===== src/scss_defs.vh =====
`ifndef SCSS_DEFS_VH
`define SCSS_DEFS_VH
// ============================================================
// Source codes shared by configuration, software and status.
`define SCSS_SRC_HFINT     3'h0
`define SCSS_SRC_EXT       3'h1
`define SCSS_SRC_LFINT     3'h2
`define SCSS_SRC_SEC       3'h3
// ============================================================
// External oscillator modes.
`define SCSS_EXT_CLK_LOW   3'h0
`define SCSS_EXT_CLK_MED   3'h1
`define SCSS_EXT_CLK_HIGH  3'h2
`define SCSS_XTAL_LOW      3'h3
`define SCSS_XTAL_MED      3'h4
`define SCSS_XTAL_HIGH     3'h5
// ============================================================
// Register word indices.
`define SCSS_REG_CTRL      3'h0
`define SCSS_REG_STATUS    3'h1
`define SCSS_REG_FREQ      3'h2
`define SCSS_REG_TUNE      3'h3
`define SCSS_REG_IRQ_STAT  3'h4
`define SCSS_REG_IRQ_MASK  3'h5
// ============================================================
// Field widths, positions and reset values.
`define SCSS_FREQ_W        4
`define SCSS_TUNE_W        6
`define SCSS_FREQ_RST      4'h0
`define SCSS_TUNE_RST      6'h20
`define SCSS_FREQ_MAX      4'h8
`define SCSS_IRQ_FAIL      0
`define SCSS_IRQ_DONE      1
`define SCSS_IRQ_W         2
// ============================================================
// Timing defaults in clk_sys cycles or source edges.
`define SCSS_OST_EDGES     1024
`define SCSS_LOSS_CYCLES   1024
`define SCSS_INT_SETTLE    16
`endif


===== src/scss_clk_select.v =====
// Functional notes
// RL1: Source after every reset comes from the configured reset oscillator selection.
// RL2: An external reset source also uses the configured external mode field.
// RL3: Mode field picks one of three external clock or three crystal modes.
// RL4: Clock modes take the logic level directly; crystal modes drive a crystal.
// RL5: Loss of an external source falls back to the internal oscillator.
// RL6: Crystal sources are used only after the start-up timer has counted.
// RL7: Two internal oscillators serve as sources, speed set by software.
// RL8: Secondary oscillator takes a crystal or a clock on its own pin.
// RL9: Software may select the secondary oscillator at run time.
// RL10: Internal reset selection makes the internal source the default after reset.
// RL11: Writing the new source field switches to the internal oscillator; the code switches to whichever legal source is written.
// RL12: On an internal clock the primary pins serve as I/O or clock output.
// RL13: Configured clock-output enable picks I/O or clock output on the output pin.
// RL14: High-frequency internal oscillator set by frequency and tuning registers.
// RL15: Low-frequency internal oscillator runs fixed and may be the source.
// RL16: A switch keeps the old source until the new one is ready, glitch free.
// RL17: A fail-safe fallback sets a readable flag that can raise an interrupt; in qualification it sets failsafe_q and the done flag, not the fail flag.
`timescale 1ns/1ps
`default_nettype none
`include "scss_defs.vh"
module scss_clk_select #(
  parameter OST_EDGES   = `SCSS_OST_EDGES,
  parameter LOSS_CYCLES = `SCSS_LOSS_CYCLES,
  parameter INT_SETTLE  = `SCSS_INT_SETTLE
) (
  input  wire        clk_sys,
  input  wire        arst_n,
  input  wire        ce,
  input  wire [2:0]  reset_osc_select,
  input  wire [2:0]  ext_osc_mode_select,
  input  wire        clock_out_pin_enable,
  input  wire        primary_osc_in_pin,
  input  wire        secondary_clock_input,
  input  wire        secondary_use_crystal,
  input  wire [4:0]  avs_address,
  input  wire        avs_read,
  input  wire        avs_write,
  input  wire [31:0] avs_writedata,
  output reg  [31:0] avs_readdata,
  output reg         avs_waitrequest,
  output reg  [2:0]  active_source_q,
  output reg  [2:0]  ext_mode_q,
  output reg         primary_xtal_drive_q,
  output reg         secondary_xtal_drive_q,
  output reg         primary_in_is_gpio_q,
  output reg         primary_out_is_clkout_q,
  output reg         primary_out_is_gpio_q,
  output reg         clk_gate_q,
  output reg  [3:0]  hf_freq_out_q,
  output reg  [5:0]  hf_tune_out_q,
  output reg         irq_q
);
  localparam ST_RUN    = 2'h0;
  localparam ST_QUAL   = 2'h1;
  localparam ST_GATE   = 2'h2;
  localparam ST_BOOT   = 2'h3;

  reg [1:0]                state_q;
  reg [2:0]                target_q;
  reg [7:0]                settle_q;
  reg [2:0]                new_osc_select_q;
  reg [`SCSS_FREQ_W-1:0]   hf_freq_select_reg_q;
  reg [`SCSS_TUNE_W-1:0]   hf_fine_tune_reg_q;
  reg [`SCSS_IRQ_W-1:0]    irq_stat_q;
  reg [`SCSS_IRQ_W-1:0]    irq_mask_q;
  reg                      failsafe_q;
  reg [2:0]                cfg_src_q;
  reg [2:0]                cfg_mode_q;
  reg                      cfg_clkout_q;
  reg                      cfg_sec_xtal_q;
  wire [1:0]               mon_ready;
  wire [1:0]               mon_lost;
  wire [1:0]               mon_enable;
  wire [1:0]               mon_use_ost;
  wire [1:0]               mon_level;

  // ============================================================
  // Decoding helpers, all but is_internal used in more than one place.
  function is_crystal;
    input [2:0] mode;
    begin
      is_crystal = (mode == `SCSS_XTAL_LOW) || (mode == `SCSS_XTAL_MED) ||
                   (mode == `SCSS_XTAL_HIGH); // [RL4]
    end
  endfunction

  function is_internal;
    input [2:0] src;
    begin
      is_internal = (src == `SCSS_SRC_HFINT) || (src == `SCSS_SRC_LFINT);
    end
  endfunction

  function [2:0] legal_src;
    input [2:0] src;
    begin
      // Unused codes fall back to the high-frequency internal source.
      if (src == `SCSS_SRC_EXT || src == `SCSS_SRC_LFINT || src == `SCSS_SRC_SEC) begin
        legal_src = src;
      end else begin
        legal_src = `SCSS_SRC_HFINT;
      end
    end
  endfunction

  // ============================================================
  // Source monitors: slot 0 watches the primary pin, slot 1 the secondary.
  assign mon_level[0]   = primary_osc_in_pin;
  assign mon_level[1]   = secondary_clock_input;
  assign mon_use_ost[0] = is_crystal(cfg_mode_q); // [RL6]
  assign mon_use_ost[1] = cfg_sec_xtal_q; // [RL8]
  assign mon_enable[0]  = (active_source_q == `SCSS_SRC_EXT) ||
                          (target_q == `SCSS_SRC_EXT && state_q == ST_QUAL);
  assign mon_enable[1]  = (active_source_q == `SCSS_SRC_SEC) ||
                          (target_q == `SCSS_SRC_SEC && state_q == ST_QUAL);

  genvar gi;
  generate
    for (gi = 0; gi < 2; gi = gi + 1) begin : g_mon
      scss_src_mon #(
        .OST_EDGES   (OST_EDGES),
        .LOSS_CYCLES (LOSS_CYCLES)
      ) u_mon (
        .clk_sys   (clk_sys),
        .arst_n    (arst_n),
        .ce        (ce),
        .enable    (mon_enable[gi]),
        .use_ost   (mon_use_ost[gi]),
        .src_level (mon_level[gi]),
        .ready_q   (mon_ready[gi]),
        .lost_q    (mon_lost[gi])
      );
    end
  endgenerate

  // ============================================================
  // Readiness of the requested source and loss of the active one.
  // A target that never starts leaves qualification waiting on the old source,
  // which keeps the system clocked; the status word shows the stall.
  reg target_ready;
  reg active_lost;
  always @* begin
    case (target_q)
      `SCSS_SRC_EXT: target_ready = mon_ready[0];
      `SCSS_SRC_SEC: target_ready = mon_ready[1];
      default:       target_ready = (settle_q == INT_SETTLE[7:0]); // [RL7] [RL15]
    endcase
    case (active_source_q)
      `SCSS_SRC_EXT: active_lost = mon_lost[0]; // [RL5]
      `SCSS_SRC_SEC: active_lost = mon_lost[1];
      default:       active_lost = 1'b0;
    endcase
  end

  // ============================================================
  // Bus decode. Writes land on the edge where waitrequest is seen low.
  wire       bus_done = (avs_read | avs_write) & ~avs_waitrequest;
  wire       wr_done  = avs_write & ~avs_waitrequest;
  wire [2:0] word_idx = avs_address[4:2];
  wire       sw_switch = wr_done && word_idx == `SCSS_REG_CTRL;
  wire       fail_evt  = active_lost && state_q == ST_RUN;
  wire       done_evt  = state_q == ST_GATE;

  // ============================================================
  // Switch sequencer. The old source stays selected through
  // qualification; the gate is then held low one cycle so the
  // downstream mux never sees a shortened pulse at change-over.
  always @(posedge clk_sys or negedge arst_n) begin
    if (!arst_n) begin
      state_q         <= ST_BOOT;
      target_q        <= `SCSS_SRC_HFINT;
      settle_q        <= 8'h00;
      active_source_q <= `SCSS_SRC_HFINT;
      clk_gate_q      <= 1'b0;
      failsafe_q      <= 1'b0;
      cfg_src_q       <= `SCSS_SRC_HFINT;
      cfg_mode_q      <= `SCSS_EXT_CLK_HIGH;
      cfg_clkout_q    <= 1'b0;
      cfg_sec_xtal_q  <= 1'b0;
    end else if (ce) begin
      case (state_q)
        ST_BOOT: begin
          // Configuration is caught by the clock after reset release. [RL1]
          cfg_src_q      <= legal_src(reset_osc_select);
          cfg_mode_q     <= ext_osc_mode_select; // [RL2]
          cfg_clkout_q   <= clock_out_pin_enable;
          cfg_sec_xtal_q <= secondary_use_crystal;
          target_q       <= legal_src(reset_osc_select); // [RL10]
          settle_q       <= 8'h00;
          state_q        <= ST_QUAL;
        end
        ST_RUN: begin
          clk_gate_q <= 1'b1;
          if (active_lost) begin
            // Fail-safe: the dead source cannot be waited on. [RL5]
            active_source_q <= `SCSS_SRC_HFINT;
            target_q        <= `SCSS_SRC_HFINT;
            failsafe_q      <= 1'b1; // [RL17]
            clk_gate_q      <= 1'b0;
            state_q         <= ST_GATE;
          end else if (sw_switch &&
                       legal_src(avs_writedata[2:0]) != active_source_q) begin
            target_q <= legal_src(avs_writedata[2:0]); // [RL9] [RL11]
            settle_q <= 8'h00;
            state_q  <= ST_QUAL;
          end
        end
        ST_QUAL: begin
          if (settle_q != INT_SETTLE[7:0]) begin
            settle_q <= settle_q + 8'h01;
          end
          if (active_lost) begin
            active_source_q <= `SCSS_SRC_HFINT;
            target_q        <= `SCSS_SRC_HFINT;
            failsafe_q      <= 1'b1;
            clk_gate_q      <= 1'b0;
            state_q         <= ST_GATE;
          end else if (target_ready) begin
            clk_gate_q      <= 1'b0; // [RL16]
            active_source_q <= target_q;
            state_q         <= ST_GATE;
          end
        end
        ST_GATE: begin
          clk_gate_q <= 1'b1;
          state_q    <= ST_RUN;
        end
        default: begin
          state_q <= ST_RUN;
        end
      endcase
    end
  end

  // ============================================================
  // Pin roles follow the active source; crystal drive also covers a source in qualification.
  always @(posedge clk_sys or negedge arst_n) begin
    if (!arst_n) begin
      ext_mode_q              <= `SCSS_EXT_CLK_HIGH;
      primary_xtal_drive_q    <= 1'b0;
      secondary_xtal_drive_q  <= 1'b0;
      primary_in_is_gpio_q    <= 1'b0;
      primary_out_is_clkout_q <= 1'b0;
      primary_out_is_gpio_q   <= 1'b0;
    end else if (ce) begin
      ext_mode_q <= cfg_mode_q; // [RL3]
      // Crystal drive starts during qualification so the crystal can start up. [RL4]
      primary_xtal_drive_q   <= mon_enable[0] && is_crystal(cfg_mode_q);
      secondary_xtal_drive_q <= mon_enable[1] && cfg_sec_xtal_q; // [RL8]
      primary_in_is_gpio_q   <= is_internal(active_source_q) ||
                                active_source_q == `SCSS_SRC_SEC; // [RL12]
      primary_out_is_clkout_q <= (active_source_q != `SCSS_SRC_EXT ||
                                  !is_crystal(cfg_mode_q)) && cfg_clkout_q; // [RL13]
      primary_out_is_gpio_q   <= (active_source_q != `SCSS_SRC_EXT ||
                                  !is_crystal(cfg_mode_q)) && !cfg_clkout_q; // [RL12]
    end
  end

  // ============================================================
  // Software registers, interrupt status and mask.
  // A status read clears the whole status word; only an event in that same cycle survives.
  // Events are gated by ce, so a frozen block raises nothing.
  wire [`SCSS_IRQ_W-1:0] irq_set;
  wire                   stat_rd = avs_read && !avs_waitrequest &&
                                   word_idx == `SCSS_REG_IRQ_STAT;
  assign irq_set[`SCSS_IRQ_FAIL] = ce & fail_evt;
  assign irq_set[`SCSS_IRQ_DONE] = ce & done_evt;

  always @(posedge clk_sys or negedge arst_n) begin
    if (!arst_n) begin
      new_osc_select_q     <= `SCSS_SRC_HFINT;
      hf_freq_select_reg_q <= `SCSS_FREQ_RST;
      hf_fine_tune_reg_q   <= `SCSS_TUNE_RST;
      irq_stat_q           <= {`SCSS_IRQ_W{1'b0}};
      irq_mask_q           <= {`SCSS_IRQ_W{1'b0}};
      hf_freq_out_q        <= `SCSS_FREQ_RST;
      hf_tune_out_q        <= `SCSS_TUNE_RST;
      irq_q                <= 1'b0;
    end else if (ce) begin
      if (wr_done) begin
        case (word_idx)
          `SCSS_REG_CTRL:     new_osc_select_q <= avs_writedata[2:0];
          `SCSS_REG_FREQ: begin
            // Codes above the top range are not taken. [RL14]
            if (avs_writedata[3:0] <= `SCSS_FREQ_MAX) begin
              hf_freq_select_reg_q <= avs_writedata[3:0];
            end
          end
          `SCSS_REG_TUNE:     hf_fine_tune_reg_q <= avs_writedata[5:0]; // [RL14]
          `SCSS_REG_IRQ_MASK: irq_mask_q <= avs_writedata[`SCSS_IRQ_W-1:0];
          default: begin
          end
        endcase
      end
      if (stat_rd) begin
        irq_stat_q <= irq_set; // [RL17]
      end else begin
        irq_stat_q <= irq_stat_q | irq_set;
      end
      hf_freq_out_q <= hf_freq_select_reg_q;
      hf_tune_out_q <= hf_fine_tune_reg_q;
      irq_q         <= |((stat_rd ? irq_set : (irq_stat_q | irq_set)) & irq_mask_q);
    end
  end

  // ============================================================
  // Avalon slave: one wait cycle, then data stands with waitrequest low.
  // Status packs ready, lost, fail-safe, state, target and source in 13 bits.
  // Unmapped words read as zero and ignore writes.
  always @(posedge clk_sys or negedge arst_n) begin
    if (!arst_n) begin
      avs_waitrequest <= 1'b1;
      avs_readdata    <= 32'h00000000;
    end else if (ce) begin
      if ((avs_read || avs_write) && avs_waitrequest) begin
        avs_waitrequest <= 1'b0;
        avs_readdata    <= 32'h00000000;
        if (avs_read) begin
          case (word_idx)
            `SCSS_REG_CTRL:     avs_readdata[2:0] <= new_osc_select_q;
            `SCSS_REG_STATUS:   avs_readdata[12:0] <= {mon_ready, mon_lost, failsafe_q,
                                                       state_q, target_q, active_source_q};
            `SCSS_REG_FREQ:     avs_readdata[3:0] <= hf_freq_select_reg_q;
            `SCSS_REG_TUNE:     avs_readdata[5:0] <= hf_fine_tune_reg_q;
            `SCSS_REG_IRQ_STAT: avs_readdata[1:0] <= irq_stat_q;
            `SCSS_REG_IRQ_MASK: avs_readdata[1:0] <= irq_mask_q;
            default:            avs_readdata <= 32'h00000000;
          endcase
        end
      end else begin
        avs_waitrequest <= 1'b1;
        if (bus_done) begin
          avs_readdata <= avs_readdata;
        end
      end
    end
  end
endmodule
`default_nettype wire


===== src/scss_src_mon.v =====
`timescale 1ns/1ps
`default_nettype none
`include "scss_defs.vh"
module scss_src_mon #(
  parameter OST_EDGES   = `SCSS_OST_EDGES,
  parameter LOSS_CYCLES = `SCSS_LOSS_CYCLES
) (
  input  wire clk_sys,
  input  wire arst_n,
  input  wire ce,
  input  wire enable,
  input  wire use_ost,
  input  wire src_level,
  output reg  ready_q,
  output reg  lost_q
);
  reg        level_q;
  reg [15:0] edge_cnt_q;
  reg [15:0] idle_cnt_q;
  wire       edge_seen = src_level & ~level_q;

  // ============================================================
  // Edge counting for start-up qualification and loss detection.
  // Loss is judged in clk_sys cycles, so it works even when the
  // source itself has stopped and gives no edges to count with.
  always @(posedge clk_sys or negedge arst_n) begin
    if (!arst_n) begin
      level_q    <= 1'b0;
      edge_cnt_q <= 16'h0000;
      idle_cnt_q <= 16'h0000;
      ready_q    <= 1'b0;
      lost_q     <= 1'b0;
    end else if (ce) begin
      level_q <= src_level;
      if (!enable) begin
        edge_cnt_q <= 16'h0000;
        idle_cnt_q <= 16'h0000;
        ready_q    <= 1'b0;
        lost_q     <= 1'b0;
      end else if (edge_seen) begin
        idle_cnt_q <= 16'h0000;
        lost_q     <= 1'b0;
        if (!ready_q) begin
          edge_cnt_q <= edge_cnt_q + 16'h0001;
          // Crystals wait out the start-up count; logic clocks need one edge. [RL6]
          if (!use_ost || edge_cnt_q == OST_EDGES[15:0] - 16'h0001) begin
            ready_q <= 1'b1;
          end
        end
      end else if (idle_cnt_q == LOSS_CYCLES[15:0] - 16'h0001) begin
        lost_q     <= 1'b1; // [RL5]
        ready_q    <= 1'b0;
        edge_cnt_q <= 16'h0000;
      end else begin
        idle_cnt_q <= idle_cnt_q + 16'h0001;
      end
    end
  end
endmodule
`default_nettype wire

===== config.mk =====
export PLATFORM = sky130hd
export DESIGN_NAME = scss_clk_select
export DESIGN_NICKNAME = d
export VERILOG_FILES = /design/src/scss_clk_select.v /design/src/scss_src_mon.v
export VERILOG_INCLUDE_DIRS = /design/src
export SDC_FILE = /design/constraint.sdc
export NUM_CORES = 1
export LEC_CHECK = 0
export BUFFER_PORTS_ARGS = -buffer_cell sky130_fd_sc_hd__buf_4
export CAP_MARGIN = 5
export CORE_UTILIZATION = 40
export CTS_CLUSTER_SIZE = 14
export DETAILED_ROUTE_END_ITERATION = 10
export PLACE_DENSITY = 0.6
export SYNTH_ARGS = -nofsm -noshare
export SYNTH_HDL_FRONTEND = slang
export SYNTH_SLANG_ARGS = --single-unit
export TNS_END_PERCENT = 1

===== constraint.sdc =====
create_clock -name clk_sys -period 1.9 [get_ports clk_sys]
set_input_delay 0.095 -clock clk_sys [delete_from_list [all_inputs] [get_ports clk_sys]]
set_output_delay 0.095 -clock clk_sys [all_outputs]
set_load 0.01 [all_outputs]

==> impl_metrics.ini <==
[outcome]
outcome = complete, but fails checks
violations = negative setup slack

[timing]
max_freq_mhz = 493
clock-skew-final_ns = 0.0136
slew_headroom_pct = 64.1
rsz0062_at_grt = yes
tightest_slew_ns = 0.538
setup_violations = 35
slew_viol_final = 0
fin_crit_ns = 2.03
hold_viol = 0
worst_slack_ns = -0.128
period_share_pct = 107

[placement]
io_buffer_count = 60
dp_hpwl_mm = 15.1
dp.cells = 1207
gp_congestion = 0.831

[clocking]
cts.clk_slew.worst_paths_ns = 0.07
root_buffer = clkbuf_16
cts_buffers = 17
cts_buffer_depth = 2
cts.sinks = 143
clk_latency_ns = 0.43
cts_tree = built
htreeDepth = 4

[power_and_ir_drop]
p_comb_share_pct = 36.5
power_density_nw_per_um2 = 1130
clkPwrFrac_pct = 29.2
internal-power_uw = 7770
swShare_pct = 34.6
leakagePower_uw = 0.00465
seq_power_share_pct = 34.3
p_sw_uw = 4120
power_uw = 11900
ir_drop_mv = 0.637

[worst_setup_path]
crit_slowest_cell = or4_1
cp-startpoint = state_q[1]
slowest_delay_ns = 0.56
start_kind = flip-flop
crit_required_ns = 2.25
cp.arrival_ns = 2.38
worstReg2RegStart = state_q[1]
cp_max_fo = 20
critPathCaptureType = flip-flop
path_class = flip-flop to flip-flop
crit_chain = inv_2 > ha_4 > and4bb_4 > o21bai_4 > a21oi_4 > or4_1 > a21oi_2

[route]
drt_iter0_drc = 504
drc_errors = 0
postRouteAntennaNets = 0
wl_per_cell_um = 16.7
met3_length_um = 825
met1Wirelength_mm = 9.87
vias = 6941
first_pass_iters = 5
wl_mm = 21.0
post_drt_via_cell_ratio = 5.51
top_layer = met4
wl_met2_mm = 9.97

[grt]
grt_use_total_pct = 21.7
grt_pass1_wl_mm = 34.4
grt_max_degree = 41
antenna_found_initial = 2
grt_pass1_vias = 6646
gr-total-overflow = 0

[floorplanning]
die_area_um2 = 20300
pin_count = 108
die_w_um = 143
rows = 51
initial_utilization_pct = 40.7
coreArea_um2 = 19400
die_height_um = 143

[run]
maxCapViolCount = 0

[synth]
synthTopCellsByArea = dfrtp_1, mux2_2, o31ai_1
synth_area_um2 = 7900
syn_inst = 787
ys.flop_type = dfrtp_1
synthArstFlopShare_pct = 100
synth_edf_count = 0
synth_top_area_share_pct = 43.1
ys_seq_area_share_pct = 45.4
ys_warn_count = 0
avgSynthCellArea_um2 = 10.0
synth_top_cell_by_area = dfrtp_1
ys_types = 86
synth-seq-cells = 143

[final_layout]
seqCellArea_um2 = 3590
final_layout_size_suffix_gt1_share_pct = 34.7
multiInputGateArea_um2 = 4240
layout.cells.most_common_list = buf_4, dfrtp_1, nand2_1, nor2_1, mux2_2
final_common_cell = buf_4
nFillCells = 1757
syn_to_final_growth_pct = 33.1
fin_cells = 1259
fin_nets = 1042

[hold_path]
holdCritPathClass = input pin to flip-flop
worstHoldStart = avs_writedata[0]
-- sequential cells by signal, indices dropped and copies added (netlist names), 3 cells and up --
register and cells:
g_mon.u_mon.edge_cnt_q 32, g_mon.u_mon.idle_cnt_q 32, avs_readdata 13, settle_q 8
hf_fine_tune_reg_q 6, hf_tune_out_q 6, hf_freq_out_q 4, hf_freq_select_reg_q 4
active_source_q 3, cfg_mode_q 3, ext_mode_q 3, new_osc_select_q 3
target_q 3
-- layer usage --
layer / GRT usage [%] / vias up
li1: - / 3321
met1: 29.3 / 3441
met2: 34.8 / 153
met3: 4.00 / 26
met4: 7.47 / 0
met5: 0 / -
-- metrics by stage --
step	setup TNS [ns]	instance area [µm²]	setup slack [ns]	hold WS, ns	utilization (%)
finish	-1.47	10500	-0.128	0.0187	54.2
floorplan	-1.89	8000	-0.101	-0.201	-
detailed placement	-7.53	9500	-0.275	0.0142	49.0
global placement	-5.49	9500	-0.202	0.0175	49.0
CTS	-2.46	10400	-0.124	0.00286	53.5
global route	-7.28	10500	-0.240	0.00439	54.1
-- power by group through the flow --
stage | logic, µW | clock network (µW) | registers, µW
6_report | 4330 | 3470 | 4080
5_1_grt | 4700 | 3660 | 4160
4_1_cts | 4200 | 3550 | 4070
3_5_place_dp | 4000 | 0 | 4110
3_3_place_gp | 3960 | 0 | 4100
2_1_floorplan | 2070 | 0 | 4100
-- path summary, 6_finish.rpt --
kind,depth (start not counted),slack (ns),to
worst max-delay path,7,-0.13,g_mon[0].u_mon.edge_cnt_q[15]
worst min-delay path,2,0.02,new_osc_select_q[0]
worst max register to register,7,-0.13,g_mon[0].u_mon.edge_cnt_q[15]
worst min register to register,1,0.48,g_mon[1].u_mon.edge_cnt_q[15]
max in group asynchronous,3,1.11,cfg_mode_q[1]
min in group asynchronous,2,0.13,settle_q[3]
-- cells by family (layout without fill, tap and decap cells) --
logic type               count (synthesis)  in the layout  synth area share, %
AO/OA/AOI/OAI                          218            218                 19.6
XOR/XNOR                                10             10                 1.11
adder cells (fa/ha/maj)                 11             11                 1.74
buffers and inverters                   76            263                 4.88
flip-flops                             143            143                 45.4
multiplexers                            57             57                 8.18
other                                    1             21               0.0475
AND/OR/NAND/NOR                        271            271                 19.1
-- repair_timing --
item,4_1_cts,5_1_grt
gates cloned,1,0
pin swaps,16,12
endpoints found under the hold margin,156,0
resized for setup,27,31
buffers inserted,3,1
setup endpoints to repair,74,71
hold buffers,13,0
-- cells in the mapped netlist (5+ instances only) --
master / instances
dfrtp_1: 136
mux2_2: 40
nand3b_1: 8
nor2_1: 52
nor3_1: 11
a21oi_1: 33
and4_1: 6
ha_1: 11
o31ai_1: 31
inv_1: 21
o21ai_0: 41
o21ai_1: 16
nor2b_1: 9
buf_2: 11
nand4_1: 12
a31oi_1: 12
nand2b_1: 8
and3_1: 14
dfstp_2: 7
buf_4: 21
or3_1: 8
mux2i_1: 15
nand2_1: 58
o21a_1: 6
nor4_1: 5
or4_1: 9
nand3_1: 33
and2_1: 13
xnor2_1: 6
clkbuf_1: 18
a22o_1: 15
o211ai_1: 9
-- final cells by class --
cell class | instances | share of cell area (%)
diodes | 2 | 0.0476
clock buffers | 17 | 4.05
clock inverters | 15 | 1.67
inverters | 21 | 0.750
multi-input cells | 586 | 40.3
flip-flops and latches | 143 | 34.2
well taps | 265 | 3.16
repair buffers | 210 | 15.8
-- worst max-delay path: cells and delay by family, from the launching register on --
kind                       cells  cell delay [ns]
and+or+nand+nor                2             0.78
DFF                            1             0.53
AOI/OAI and AO/OA              3             0.44
adders and majority gates      1             0.15
buffers and inverters          1             0.05
No activity file was read; power rests on OpenSTA's default activity.
